### config.mk
export PLATFORM = sky130hd
export DESIGN_NAME = ifsr_top
export DESIGN_NICKNAME = d
export VERILOG_FILES = /design/src/common/ifsr_pkg.sv /design/src/rtl/ifsr_top.sv
export VERILOG_INCLUDE_DIRS = /design/src /design/src/common
export SDC_FILE = /design/constraint.sdc
export NUM_CORES = 2
export LEC_CHECK = 0
export CAP_MARGIN = 40
export CORE_ASPECT_RATIO = 1.75
export CORE_UTILIZATION = 55
export DETAILED_ROUTE_END_ITERATION = 8
export DONT_BUFFER_PORTS = 1
export GPL_TIMING_DRIVEN = 1
export HOLD_SLACK_MARGIN = 0.12
export PLACE_DENSITY = 0.75
export SLEW_MARGIN = 20
export SYNTH_ARGS = -nofsm -noshare
export SYNTH_HDL_FRONTEND = slang
export SYNTH_SLANG_ARGS = --single-unit
### constraint.sdc
create_clock -name clk_sys -period 6 [get_ports clk_sys]
set_clock_uncertainty 0.15 [all_clocks]
set_input_delay 0.6 -clock clk_sys [delete_from_list [all_inputs] [get_ports clk_sys]]
set_output_delay 0.6 -clock clk_sys [all_outputs]
set_load 0.05 [all_outputs]
### src/common/ifsr_params.svh
`ifndef IFSR_PARAMS_SVH
`define IFSR_PARAMS_SVH

`define IFSR_CLA_ISO        8'h00
`define IFSR_INS_SELECT     8'hA4
`define IFSR_INS_READ       8'hB0
`define IFSR_P1_BY_FID      8'h00
`define IFSR_P1_CHILD_DF    8'h01
`define IFSR_P1_EF_IN_DF    8'h02
`define IFSR_P1_PARENT_DF   8'h03
`define IFSR_P1_BY_NAME     8'h04
`define IFSR_P2_RETURN_FCI  8'h00
`define IFSR_P2_NO_DATA     8'h0C
`define IFSR_SFI_CURRENT    5'h00
`define IFSR_SFI_RESERVED   5'h1F
`define IFSR_MAX_LC         16'h0010

`define IFSR_SW_OK          16'h9000
`define IFSR_SW_BAD_LEN     16'h6700
`define IFSR_SW_USE_COND    16'h6985
`define IFSR_SW_NOT_FOUND   16'h6A82
`define IFSR_SW_BAD_PARAMS  16'h6A86
`define IFSR_SW_LEN_PARAM   16'h6A87
`define IFSR_SW_BAD_INS     16'h6D00
`define IFSR_SW_BAD_CLASS   16'h6E00

`define IFSR_HDR_BYTES      5'h04
`define IFSR_BODY_MAX       5'h13
`define IFSR_CNT_MAX        5'h17
`define IFSR_MEM_DEPTH      512

// file identifiers and name are arbitrary values for this build
`define IFSR_MF_FID         16'h3F00
`define IFSR_DF_FID         16'hE110
`define IFSR_DF_NAME        56'hA0000001020304
`define IFSR_DF_NAME_LEN    16'h0007

`define IFSR_EF_COUNT       4
`define IFSR_FCI_IDX        2'h3
`define IFSR_EF0_FID        16'hE104
`define IFSR_EF0_SFI        5'h01
`define IFSR_EF0_BASE       9'h000
`define IFSR_EF0_SIZE       10'h080
`define IFSR_EF1_FID        16'hE103
`define IFSR_EF1_SFI        5'h02
`define IFSR_EF1_BASE       9'h080
`define IFSR_EF1_SIZE       10'h040
`define IFSR_EF2_FID        16'hE105
`define IFSR_EF2_SFI        5'h03
`define IFSR_EF2_BASE       9'h0C0
`define IFSR_EF2_SIZE       10'h100
`define IFSR_EF3_FID        16'h001F
`define IFSR_EF3_SFI        5'h1F
`define IFSR_EF3_BASE       9'h1C0
`define IFSR_EF3_SIZE       10'h020

`endif

### src/common/ifsr_pkg.sv
package ifsr_pkg;

    typedef enum logic [2:0] {
        IFSR_COLLECT = 3'b000,
        IFSR_EXEC    = 3'b001,
        IFSR_DATA    = 3'b010,
        IFSR_SW1     = 3'b011,
        IFSR_SW2     = 3'b100
    } ifsr_state_t;

    typedef struct packed {
        logic [7:0] data;
        logic       last;
    } ifsr_byte_t;

    typedef struct packed {
        logic       we;
        logic [8:0] addr;
        logic [7:0] wdata;
    } ifsr_load_t;

    typedef struct packed {
        logic [15:0] fid;
        logic [4:0]  sfi;
        logic [8:0]  base;
        logic [9:0]  size;
    } ifsr_ef_t;

    typedef struct packed {
        ifsr_state_t      st;
        logic [4:0]       cnt;
        logic             ovf;
        logic [7:0]       cla;
        logic [7:0]       ins;
        logic [7:0]       p1;
        logic [7:0]       p2;
        logic [18:0][7:0] body;
        logic             df_sel;
        logic             ef_ok;
        logic [1:0]       ef_idx;
        logic [8:0]       rd_addr;
        logic [9:0]       rd_left;
        logic [15:0]      sw;
        ifsr_byte_t       out;
        logic             out_valid;
    } ifsr_regs_t;

endpackage

### src/rtl/ifsr_top.sv
// Notes on behaviour
// - CLA 00 INS A4 is file select
// - P1 00/01/02: by fid, child DF, EF
// - P1 03 parent DF, 04 by DF name
// - P2 00 returns file 1F, 0C nothing
// - empty data with P1 00/03 selects MF
// - P1 04 data is DF name
// - success: optional control info then 9000
// - bad or inconsistent lengths give 6700
// - chain in progress gives 6985
// - missing file gives 6A82, selection kept
// - bad P1/P2 6A86, bad class 6E00
// - Lc inconsistent with P1/P2 gives 6A87
// - CLA 00 INS B0 is binary read
// - P1 bit7 set: reserved 00, SFI, 8-bit offset
// - P1 bit7 clear: 15-bit offset
// - SFI 0 current, 1-1E select, 1F reserved
// - Le zero returns rest of file
// - Le beyond remainder is clamped
// - offset past file end gives 6985
`timescale 1ns/10ps
`include "ifsr_params.svh"

module ifsr_top
(
    input  wire logic                clk_sys,    // 250 MHz system clock
    input  wire logic                rstn,       // async reset, active low
    input  wire ifsr_pkg::ifsr_byte_t cmd_in,    // command byte, last marks end of APDU
    input  wire logic                cmd_valid,  // command byte offered
    output logic                     cmd_ready,  // command byte taken
    output ifsr_pkg::ifsr_byte_t     rsp_out,    // response byte, last on SW2
    output logic                     rsp_valid,  // response byte offered
    input  wire logic                rsp_ready,  // response byte taken
    input  wire logic                chain_busy, // wrapped chain or multi-pass ongoing
    input  wire ifsr_pkg::ifsr_load_t mem_load,  // file content load port
    output logic                     df_selected,// DF (not MF) is current
    output logic                     ef_selected // an EF is current
);
    import ifsr_pkg::*;

    ifsr_regs_t r_q;
    ifsr_regs_t r_d;
    logic [7:0] mem [`IFSR_MEM_DEPTH];
    localparam logic [55:0] df_name = `IFSR_DF_NAME;

    function automatic ifsr_ef_t ef_info(input logic [1:0] idx);
        ifsr_ef_t e;
        case (idx)
            2'h0:    e = '{`IFSR_EF0_FID, `IFSR_EF0_SFI, `IFSR_EF0_BASE, `IFSR_EF0_SIZE};
            2'h1:    e = '{`IFSR_EF1_FID, `IFSR_EF1_SFI, `IFSR_EF1_BASE, `IFSR_EF1_SIZE};
            2'h2:    e = '{`IFSR_EF2_FID, `IFSR_EF2_SFI, `IFSR_EF2_BASE, `IFSR_EF2_SIZE};
            default: e = '{`IFSR_EF3_FID, `IFSR_EF3_SFI, `IFSR_EF3_BASE, `IFSR_EF3_SIZE};
        endcase
        return e;
    endfunction

    // control info file is never reachable by fid or sfi lookups
    function automatic logic [2:0] ef_find(input logic by_sfi, input logic [15:0] fid, input logic [4:0] sfi);
        ifsr_ef_t e;
        logic [2:0] res;
        res = 3'h0;
        for (int i = `IFSR_EF_COUNT - 2; i >= 0; i--)
        begin
            e = ef_info(2'(i));
            if (by_sfi ? (e.sfi == sfi) : (e.fid == fid))
            begin
                res = {1'b1, 2'(i)};
            end
        end
        return res;
    endfunction

    always_ff @(posedge clk_sys)
    begin
        if (mem_load.we)
        begin
            mem[mem_load.addr] <= mem_load.wdata;
        end
    end

    logic [4:0]  nb;
    logic [15:0] lc;
    logic [15:0] le;
    logic        le_pres;
    logic        len_bad;
    logic [4:0]  ds;
    logic [4:0]  k;
    logic [15:0] fid;
    logic [2:0]  hit;
    logic        name_ok;
    logic [14:0] off;
    logic [9:0]  rem;
    logic [15:0] sw_v;
    logic        send;
    logic [8:0]  start;
    logic [9:0]  cnt_v;
    ifsr_ef_t    e;

    always_comb
    begin
        r_d = r_q;
        nb = (r_q.cnt >= `IFSR_HDR_BYTES) ? r_q.cnt - `IFSR_HDR_BYTES : 5'h00;
        lc = 16'h0000;
        le = 16'h0000;
        le_pres = 1'b0;
        len_bad = r_q.ovf || (r_q.cnt < `IFSR_HDR_BYTES);
        ds = 5'h01;
        k = 5'h00;
        fid = 16'h0000;
        hit = 3'h0;
        name_ok = 1'b0;
        off = 15'h0000;
        rem = 10'h000;
        sw_v = `IFSR_SW_OK;
        send = 1'b0;
        start = 9'h000;
        cnt_v = 10'h000;
        e = ef_info(r_q.ef_idx);

        // short and extended length field decode
        if (nb == 5'h01)
        begin
            le_pres = 1'b1;
            le = {8'h00, r_q.body[0]};
        end
        else if (nb != 5'h00 && r_q.body[0] != 8'h00)
        begin
            lc = {8'h00, r_q.body[0]};
            k = 5'(lc) + 5'h01;
            if ({11'h000, nb} == lc + 16'h0002)
            begin
                le_pres = 1'b1;
                le = {8'h00, r_q.body[k]};
            end
            else if ({11'h000, nb} != lc + 16'h0001)
            begin
                len_bad = 1'b1;
            end
        end
        else if (nb == 5'h03)
        begin
            le_pres = 1'b1;
            le = {r_q.body[1], r_q.body[2]};
        end
        else if (nb != 5'h00)
        begin
            ds = 5'h03;
            lc = {r_q.body[1], r_q.body[2]};
            k = 5'(lc) + 5'h03;
            if ({11'h000, nb} == lc + 16'h0005)
            begin
                le_pres = 1'b1;
                le = {r_q.body[k], r_q.body[k + 5'h01]};
            end
            else if ({11'h000, nb} != lc + 16'h0003 || lc == 16'h0000)
            begin
                len_bad = 1'b1;
            end
        end
        fid = {r_q.body[ds], r_q.body[ds + 5'h01]};
        name_ok = (lc == `IFSR_DF_NAME_LEN);
        for (int i = 0; i < 7; i++)
        begin
            if (r_q.body[ds + 5'(i)] != df_name[8 * (6 - i) +: 8])
            begin
                name_ok = 1'b0;
            end
        end

        if (r_q.out_valid && rsp_ready)
        begin
            r_d.out_valid = 1'b0;
        end
        case (r_q.st)
            IFSR_COLLECT:
            begin
                if (cmd_valid)
                begin
                    case (r_q.cnt)
                        5'h00:   r_d.cla = cmd_in.data;
                        5'h01:   r_d.ins = cmd_in.data;
                        5'h02:   r_d.p1 = cmd_in.data;
                        5'h03:   r_d.p2 = cmd_in.data;
                        default:
                        begin
                            if (r_q.cnt < `IFSR_CNT_MAX)
                            begin
                                r_d.body[nb] = cmd_in.data;
                            end
                        end
                    endcase
                    if (r_q.cnt == `IFSR_CNT_MAX)
                    begin
                        r_d.ovf = 1'b1;
                    end
                    else
                    begin
                        r_d.cnt = r_q.cnt + 5'h01;
                    end
                    if (cmd_in.last)
                    begin
                        r_d.st = IFSR_EXEC;
                    end
                end
            end
            IFSR_EXEC:
            begin
                if (r_q.cla != `IFSR_CLA_ISO)
                begin
                    sw_v = `IFSR_SW_BAD_CLASS;
                end
                else if (r_q.ins != `IFSR_INS_SELECT && r_q.ins != `IFSR_INS_READ)
                begin
                    sw_v = `IFSR_SW_BAD_INS;
                end
                else if (chain_busy)
                begin
                    sw_v = `IFSR_SW_USE_COND;
                end
                else if (len_bad)
                begin
                    sw_v = `IFSR_SW_BAD_LEN;
                end
                else if (r_q.ins == `IFSR_INS_SELECT)
                begin
                    if (r_q.p1 > `IFSR_P1_BY_NAME ||
                        (r_q.p2 != `IFSR_P2_RETURN_FCI && r_q.p2 != `IFSR_P2_NO_DATA))
                    begin
                        sw_v = `IFSR_SW_BAD_PARAMS;
                    end
                    else if (lc > `IFSR_MAX_LC ||
                             (r_q.p1 == `IFSR_P1_BY_NAME && lc == 16'h0000) ||
                             (r_q.p1 == `IFSR_P1_PARENT_DF && lc != 16'h0000) ||
                             (r_q.p1 <= `IFSR_P1_EF_IN_DF && lc != 16'h0002 &&
                              !(r_q.p1 == `IFSR_P1_BY_FID && lc == 16'h0000)))
                    begin
                        sw_v = `IFSR_SW_LEN_PARAM;
                    end
                    else if (r_q.p1 == `IFSR_P1_PARENT_DF || lc == 16'h0000 ||
                             (r_q.p1 == `IFSR_P1_BY_FID && fid == `IFSR_MF_FID))
                    begin
                        r_d.df_sel = 1'b0;
                        r_d.ef_ok = 1'b0;
                    end
                    else if ((r_q.p1 == `IFSR_P1_BY_NAME && name_ok) ||
                             (r_q.p1 != `IFSR_P1_BY_NAME && r_q.p1 != `IFSR_P1_EF_IN_DF &&
                              fid == `IFSR_DF_FID))
                    begin
                        r_d.df_sel = 1'b1;
                        r_d.ef_ok = 1'b0;
                    end
                    else
                    begin
                        hit = ef_find(1'b0, fid, 5'h00);
                        if (r_q.p1 != `IFSR_P1_CHILD_DF && r_q.p1 != `IFSR_P1_BY_NAME &&
                            r_q.df_sel && hit[2])
                        begin
                            r_d.ef_ok = 1'b1;
                            r_d.ef_idx = hit[1:0];
                        end
                        else
                        begin
                            sw_v = `IFSR_SW_NOT_FOUND;
                        end
                    end
                    if (sw_v == `IFSR_SW_OK && r_q.p2 == `IFSR_P2_RETURN_FCI)
                    begin
                        e = ef_info(`IFSR_FCI_IDX);
                        send = 1'b1;
                        start = e.base;
                        cnt_v = e.size;
                    end
                end
                else
                begin
                    if (r_q.p1[7])
                    begin
                        hit = ef_find(1'b1, 16'h0000, r_q.p1[4:0]);
                        off = {7'h00, r_q.p2};
                        if (r_q.p1[6:5] != 2'b00 || r_q.p1[4:0] == `IFSR_SFI_RESERVED)
                        begin
                            sw_v = `IFSR_SW_BAD_PARAMS;
                        end
                        else if (r_q.p1[4:0] != `IFSR_SFI_CURRENT)
                        begin
                            if (hit[2])
                            begin
                                r_d.ef_ok = 1'b1;
                                r_d.ef_idx = hit[1:0];
                            end
                            else
                            begin
                                sw_v = `IFSR_SW_NOT_FOUND;
                            end
                        end
                    end
                    else
                    begin
                        off = {r_q.p1[6:0], r_q.p2};
                    end
                    e = ef_info(r_d.ef_idx);
                    rem = e.size - off[9:0];
                    if (sw_v != `IFSR_SW_OK)
                    begin
                        sw_v = sw_v;
                    end
                    else if (lc != 16'h0000 || !le_pres)
                    begin
                        sw_v = `IFSR_SW_BAD_LEN;
                    end
                    else if (!r_d.ef_ok || {1'b0, off} >= {6'h00, e.size})
                    begin
                        sw_v = `IFSR_SW_USE_COND;
                    end
                    else
                    begin
                        send = 1'b1;
                        start = e.base + off[8:0];
                        cnt_v = (le == 16'h0000 || le >= {6'h00, rem}) ? rem : le[9:0];
                    end
                end
                if (sw_v != `IFSR_SW_OK)
                begin
                    r_d.ef_ok = r_q.ef_ok;
                    r_d.ef_idx = r_q.ef_idx;
                    r_d.df_sel = r_q.df_sel;
                end
                r_d.sw = sw_v;
                r_d.rd_addr = start;
                r_d.rd_left = cnt_v;
                r_d.cnt = 5'h00;
                r_d.ovf = 1'b0;
                r_d.st = (send && cnt_v != 10'h000) ? IFSR_DATA : IFSR_SW1;
            end
            default:
            begin
                // output register reloads only once the current byte is gone
                if (!r_q.out_valid || rsp_ready)
                begin
                    r_d.out_valid = 1'b1;
                    r_d.out.last = 1'b0;
                    if (r_q.st == IFSR_DATA)
                    begin
                        r_d.out.data = mem[r_q.rd_addr];
                        r_d.rd_addr = r_q.rd_addr + 9'h001;
                        r_d.rd_left = r_q.rd_left - 10'h001;
                        r_d.st = (r_q.rd_left == 10'h001) ? IFSR_SW1 : IFSR_DATA;
                    end
                    else if (r_q.st == IFSR_SW1)
                    begin
                        r_d.out.data = r_q.sw[15:8];
                        r_d.st = IFSR_SW2;
                    end
                    else
                    begin
                        r_d.out.data = r_q.sw[7:0];
                        r_d.out.last = 1'b1;
                        r_d.st = IFSR_COLLECT;
                    end
                end
            end
        endcase
    end

    always_ff @(posedge clk_sys or negedge rstn)
    begin
        if (!rstn)
        begin
            r_q <= '0;
        end
        else
        begin
            r_q <= r_d;
        end
    end

    // next command may stream in while the last status byte drains
    assign cmd_ready = (r_q.st == IFSR_COLLECT);
    assign rsp_out = r_q.out;
    assign rsp_valid = r_q.out_valid;
    assign df_selected = r_q.df_sel;
    assign ef_selected = r_q.ef_ok;

endmodule

==> metrics.md <==
| Metric | Value |
|---|---|
| Status | finished, final reports clean |
| Clock slew at reported path FFs | ~70 ps |
| Seq cells post-synth | between 4000 and 5000 |
| Comb power frac | 32.7% |
| Hold crit path type | in2reg |
| Worst hold margin | about 120 ps |
| Dpl cell area | 0.1810 mm² |
| Maximum root-to-sink buffer count | 4 |
| Final setup fails | 0 |
| Worst Tran Pin Value | ~1400 ps |
| Total GRT Usage | between 20 and 30% |
| Largest net degree at the start of global routing | 513 |
| Post-synth top flop | edfxtp_1 |
| Fillers | 20790 |
| CP Capture Type | flip-flop |
| Seq pwr share | about two fifths |
| Leak | roughly 61 nW |
| Worst skew pair latency | 940 ps |
| P_sw | 27.81 mW |
| Cell Area, Synth | 0.1750 mm² |
| Post-Layout Cell Count | between 10000 and 15000 |
| Row cnt | around 270 |
| Initial Util | between 50% and 60% |
| Area fraction of the dominant cell type after synthesis | approximately 70% |
| Cell area after layout | between 0.15 and 0.2 mm² |
| Final Hold Vio Count | 0 |
| Worst vdd ir | ~400 µV |
| Power density over the cells | approximately 450 mW/mm² |
| RSZ-0062 raised after global routing | false |
| Yosys warning count | 0 |
| H-tree depth | 5 |
| Share of post-route cells with drive strength above 1 | roughly 30% |
| Worst path required time | between 6000 and 7000 ps |
| Distinct cells, synth | 97 |
| Initial antenna violation count | 29 |
| CP Launch Type | flip-flop |
| Clock sinks | 4332 |
| Period utilisation layout | about 95% |
| Synth area leaders | edfxtp_1 (70%), mux4_2 (18%), dfrtp_1 (3.4%) |
| Number of global-route vias before repair | around 91000 |
| Clock power share | around 28% |
| EDFF count, synth | between 4000 and 5000 |
| Cells after Synth | roughly 8200 |
| P_int | around 59 mW |
| Drt total wl | ~480000 µm |
| Cts bufs inserted | roughly 370 |
| Final Util | between 60% and 70% |
| Placed cells | roughly 12000 |
| # Max-Cap Violations | 0 |
| Syn Nets | 8288 |
| Seq/Total Area, Yosys | between 70% and 80% |
| Crit Path Max Fanout | 6 |
| Post-synth top area cell | edfxtp_1 |
| Port Buf Inserts | 0 |
| Initial DRC Count | 10240 |
| Fin. max-slew vios | 0 |
| Critical path arrival | 6400 ps |
| ANT nets after route | 0 |
| Ys async rst share | around 5.4% |
| First-pass GRT wire length | slightly below 700000 µm |
| Total Die Area | 0.3205 mm² |
| DRT Pass-1 Iters | 6 |
| # DRC | 0 |
| Placed wire-length estimate | a little under 300000 µm |
| Area delta synth->final | 11.38% |
| Via count | about 87000 |
| Routed len/inst | about 37 µm |
| IO Pins | 45 |
| Placer congestion estimate | 1.010 |
| Die W | approximately 430 µm |
| Period minus WS final | approximately 5700 ps |
| Post-synthesis average cell area | between 20 and 25 µm² |
| Via density per instance | 6.748 |
| Nets@finish | approximately 8600 |
| Grt ovf | 0 |
| Setup CP Type | reg2reg |
| Max Freq | 174.8 MHz |
| CTS tree | built |
| Placeable core area | about 0.32 mm² |
| Die Y | 748.2 µm |
| Switching Share | roughly a third |
| Slew margin rel. | 6.413% |
| CTS root buffer | clkbuf_16 |
## worst max-delay path, cell delays in order (launching register included)
cell and delay [ps]:
dfrtp_1 350, inv_1 100, ha_4 380, mux2_2 380, a22o_1 220, mux4_2 530, nor3b_1 170, a221o_2 430
nor2b_1 190, a211oi_2 320, ha_1 290, nand2b_1 140, a21oi_1 160, nor2b_1 70, o2111ai_2 170, a31oi_2 150
nor4bb_2 340, a21o_1 200, mux2_2 360, o21ai_1 160, o311ai_1 120, o31ai_1 290
## power groups by stage
stage | registers, mW | clock network, mW | logic, mW
detailed placement | 35.0 | 0 | 27.5
CTS | 34.4 | 24.3 | 28.1
global route | 34.4 | 25.3 | 29.1
global placement | 35.0 | 0 | 27.3
finish | 34.4 | 24.2 | 28.5
floorplan | 34.3 | 0 | 17.6
## synth_stat cells (all sizes together), types with 8 or more instances
library cell,n
edfxtp,4096
mux4,1420
nor2,620
clkbuf,320
dfrtp,236
buf,207
nand2,194
mux2,192
o21ai,94
a21oi,81
nand3,74
nor3,53
mux2i,51
inv,47
nor4,43
xnor2,41
ha,37
nand4,30
nor2b,27
nand2b,24
a211oi,22
a31oi,21
a22oi,18
nor3b,16
and3,14
or3,14
xor2,14
or4,13
o211ai,12
o31ai,12
a2111oi,10
and2,9
a21o,8
a221o,8
nand4b,8
o22ai,8
## state kept, by name, summed over array words and instances (netlist names), named ones only
name	count
df_selected	1
ef_selected	1
mem	4096
r_q	72
rsp_out	9
rsp_valid	1
## metal layers
metal	vias to the layer above	GRT usage [%]	wire length [µm]
met5	-	0	161
met4	26	21.38	42120
met3	1298	4.219	33290
met2	4771	53.56	257300
met1	46190	32.27	147300
li1	34890	-	-
## through the flow
| step | power (mW) | setup WS [ps] | setup TNS, ps |
|---|---|---|---|
| after floorplan | 51.92 | 390.4 | 0 |
| after global placement | 62.28 | -40.23 | -40.23 |
| after detailed placement | 62.50 | 10.40 | 0 |
| after CTS | 86.85 | 126.0 | 0 |
| after global routing | 88.83 | 9.889 | 0 |
| final | 87.05 | 280.0 | 0 |
## kinds of logic (layout without fill, tap and decap cells)
| group | count (synthesis) | count (layout) | synth area share [%] |
|---|---|---|---|
| adders and majority gates | 39 | 39 | 0.2817 |
| AOI/OAI and AO/OA | 384 | 384 | 1.514 |
| and+or+nand+nor | 1171 | 1171 | 3.025 |
| other | 0 | 20 | 0 |
| xor gates and xnor gates | 55 | 55 | 0.2796 |
| buffers and inverters | 574 | 1131 | 1.429 |
| muxes | 1663 | 1663 | 19.81 |
| DFF | 4332 | 4332 | 73.67 |
## path summary, 6_finish.rpt
kind | endpoint | from | depth (start not counted) | slack (ps)
worst max-delay path | r_q[239] | flip-flop | 21 | 280
worst min-delay path | mem[116][2] | mem_load[2] | 1 | 120
worst max register to register | r_q[239] | flip-flop | 21 | 280
worst min register to register | r_q[18] | r_q[18] | 1 | 330
max in group asynchronous | asynchronous set/reset pin | rstn | 3 | 4280
min in group asynchronous | asynchronous set/reset pin | rstn | 2 | 230
## placed cells by master (no fill, tap or decap), drive strengths merged, types with 20 or more instances in the layout
cell | synthesis | layout
edfxtp | 4096 | 4096
mux4 | 1420 | 1420
nor2 | 620 | 620
clkbuf | 320 | 424
buf | 207 | 394
dfrtp | 236 | 236
nand2 | 194 | 194
mux2 | 192 | 192
clkinv | 0 | 149
o21ai | 94 | 94
a21oi | 81 | 81
nand3 | 74 | 74
inv | 47 | 66
nor3 | 53 | 53
mux2i | 51 | 51
bufinv | 0 | 44
nor4 | 43 | 43
xnor2 | 41 | 41
ha | 37 | 37
nand4 | 30 | 30
dlygate4sd3 | 0 | 30
nor2b | 27 | 27
nand2b | 24 | 24
clkinvlp | 0 | 24
a211oi | 22 | 22
a31oi | 21 | 21
diode | 0 | 20
## what timing repair did
item,CTS,global route
hold endpoints to repair,2797,451
buffers inserted,0,3
pin swaps,0,4
hold buffers,53,9
setup endpoints to repair,1,11
gates resized for setup,1,10
## final cells by class
cell class	instances	area, µm²	share of cell area (%)
multi-input combinational	3312	43840	22.49
clock buffer	423	9404	4.825
clock inverter	236	2489	1.277
timing repair buffer	425	4861	2.494
inverter	47	176.4	0.09051
sequential	4332	128900	66.15
tap	4125	5161	2.648
antenna	20	50.05	0.02568
(Power assumes the default switching activity.)
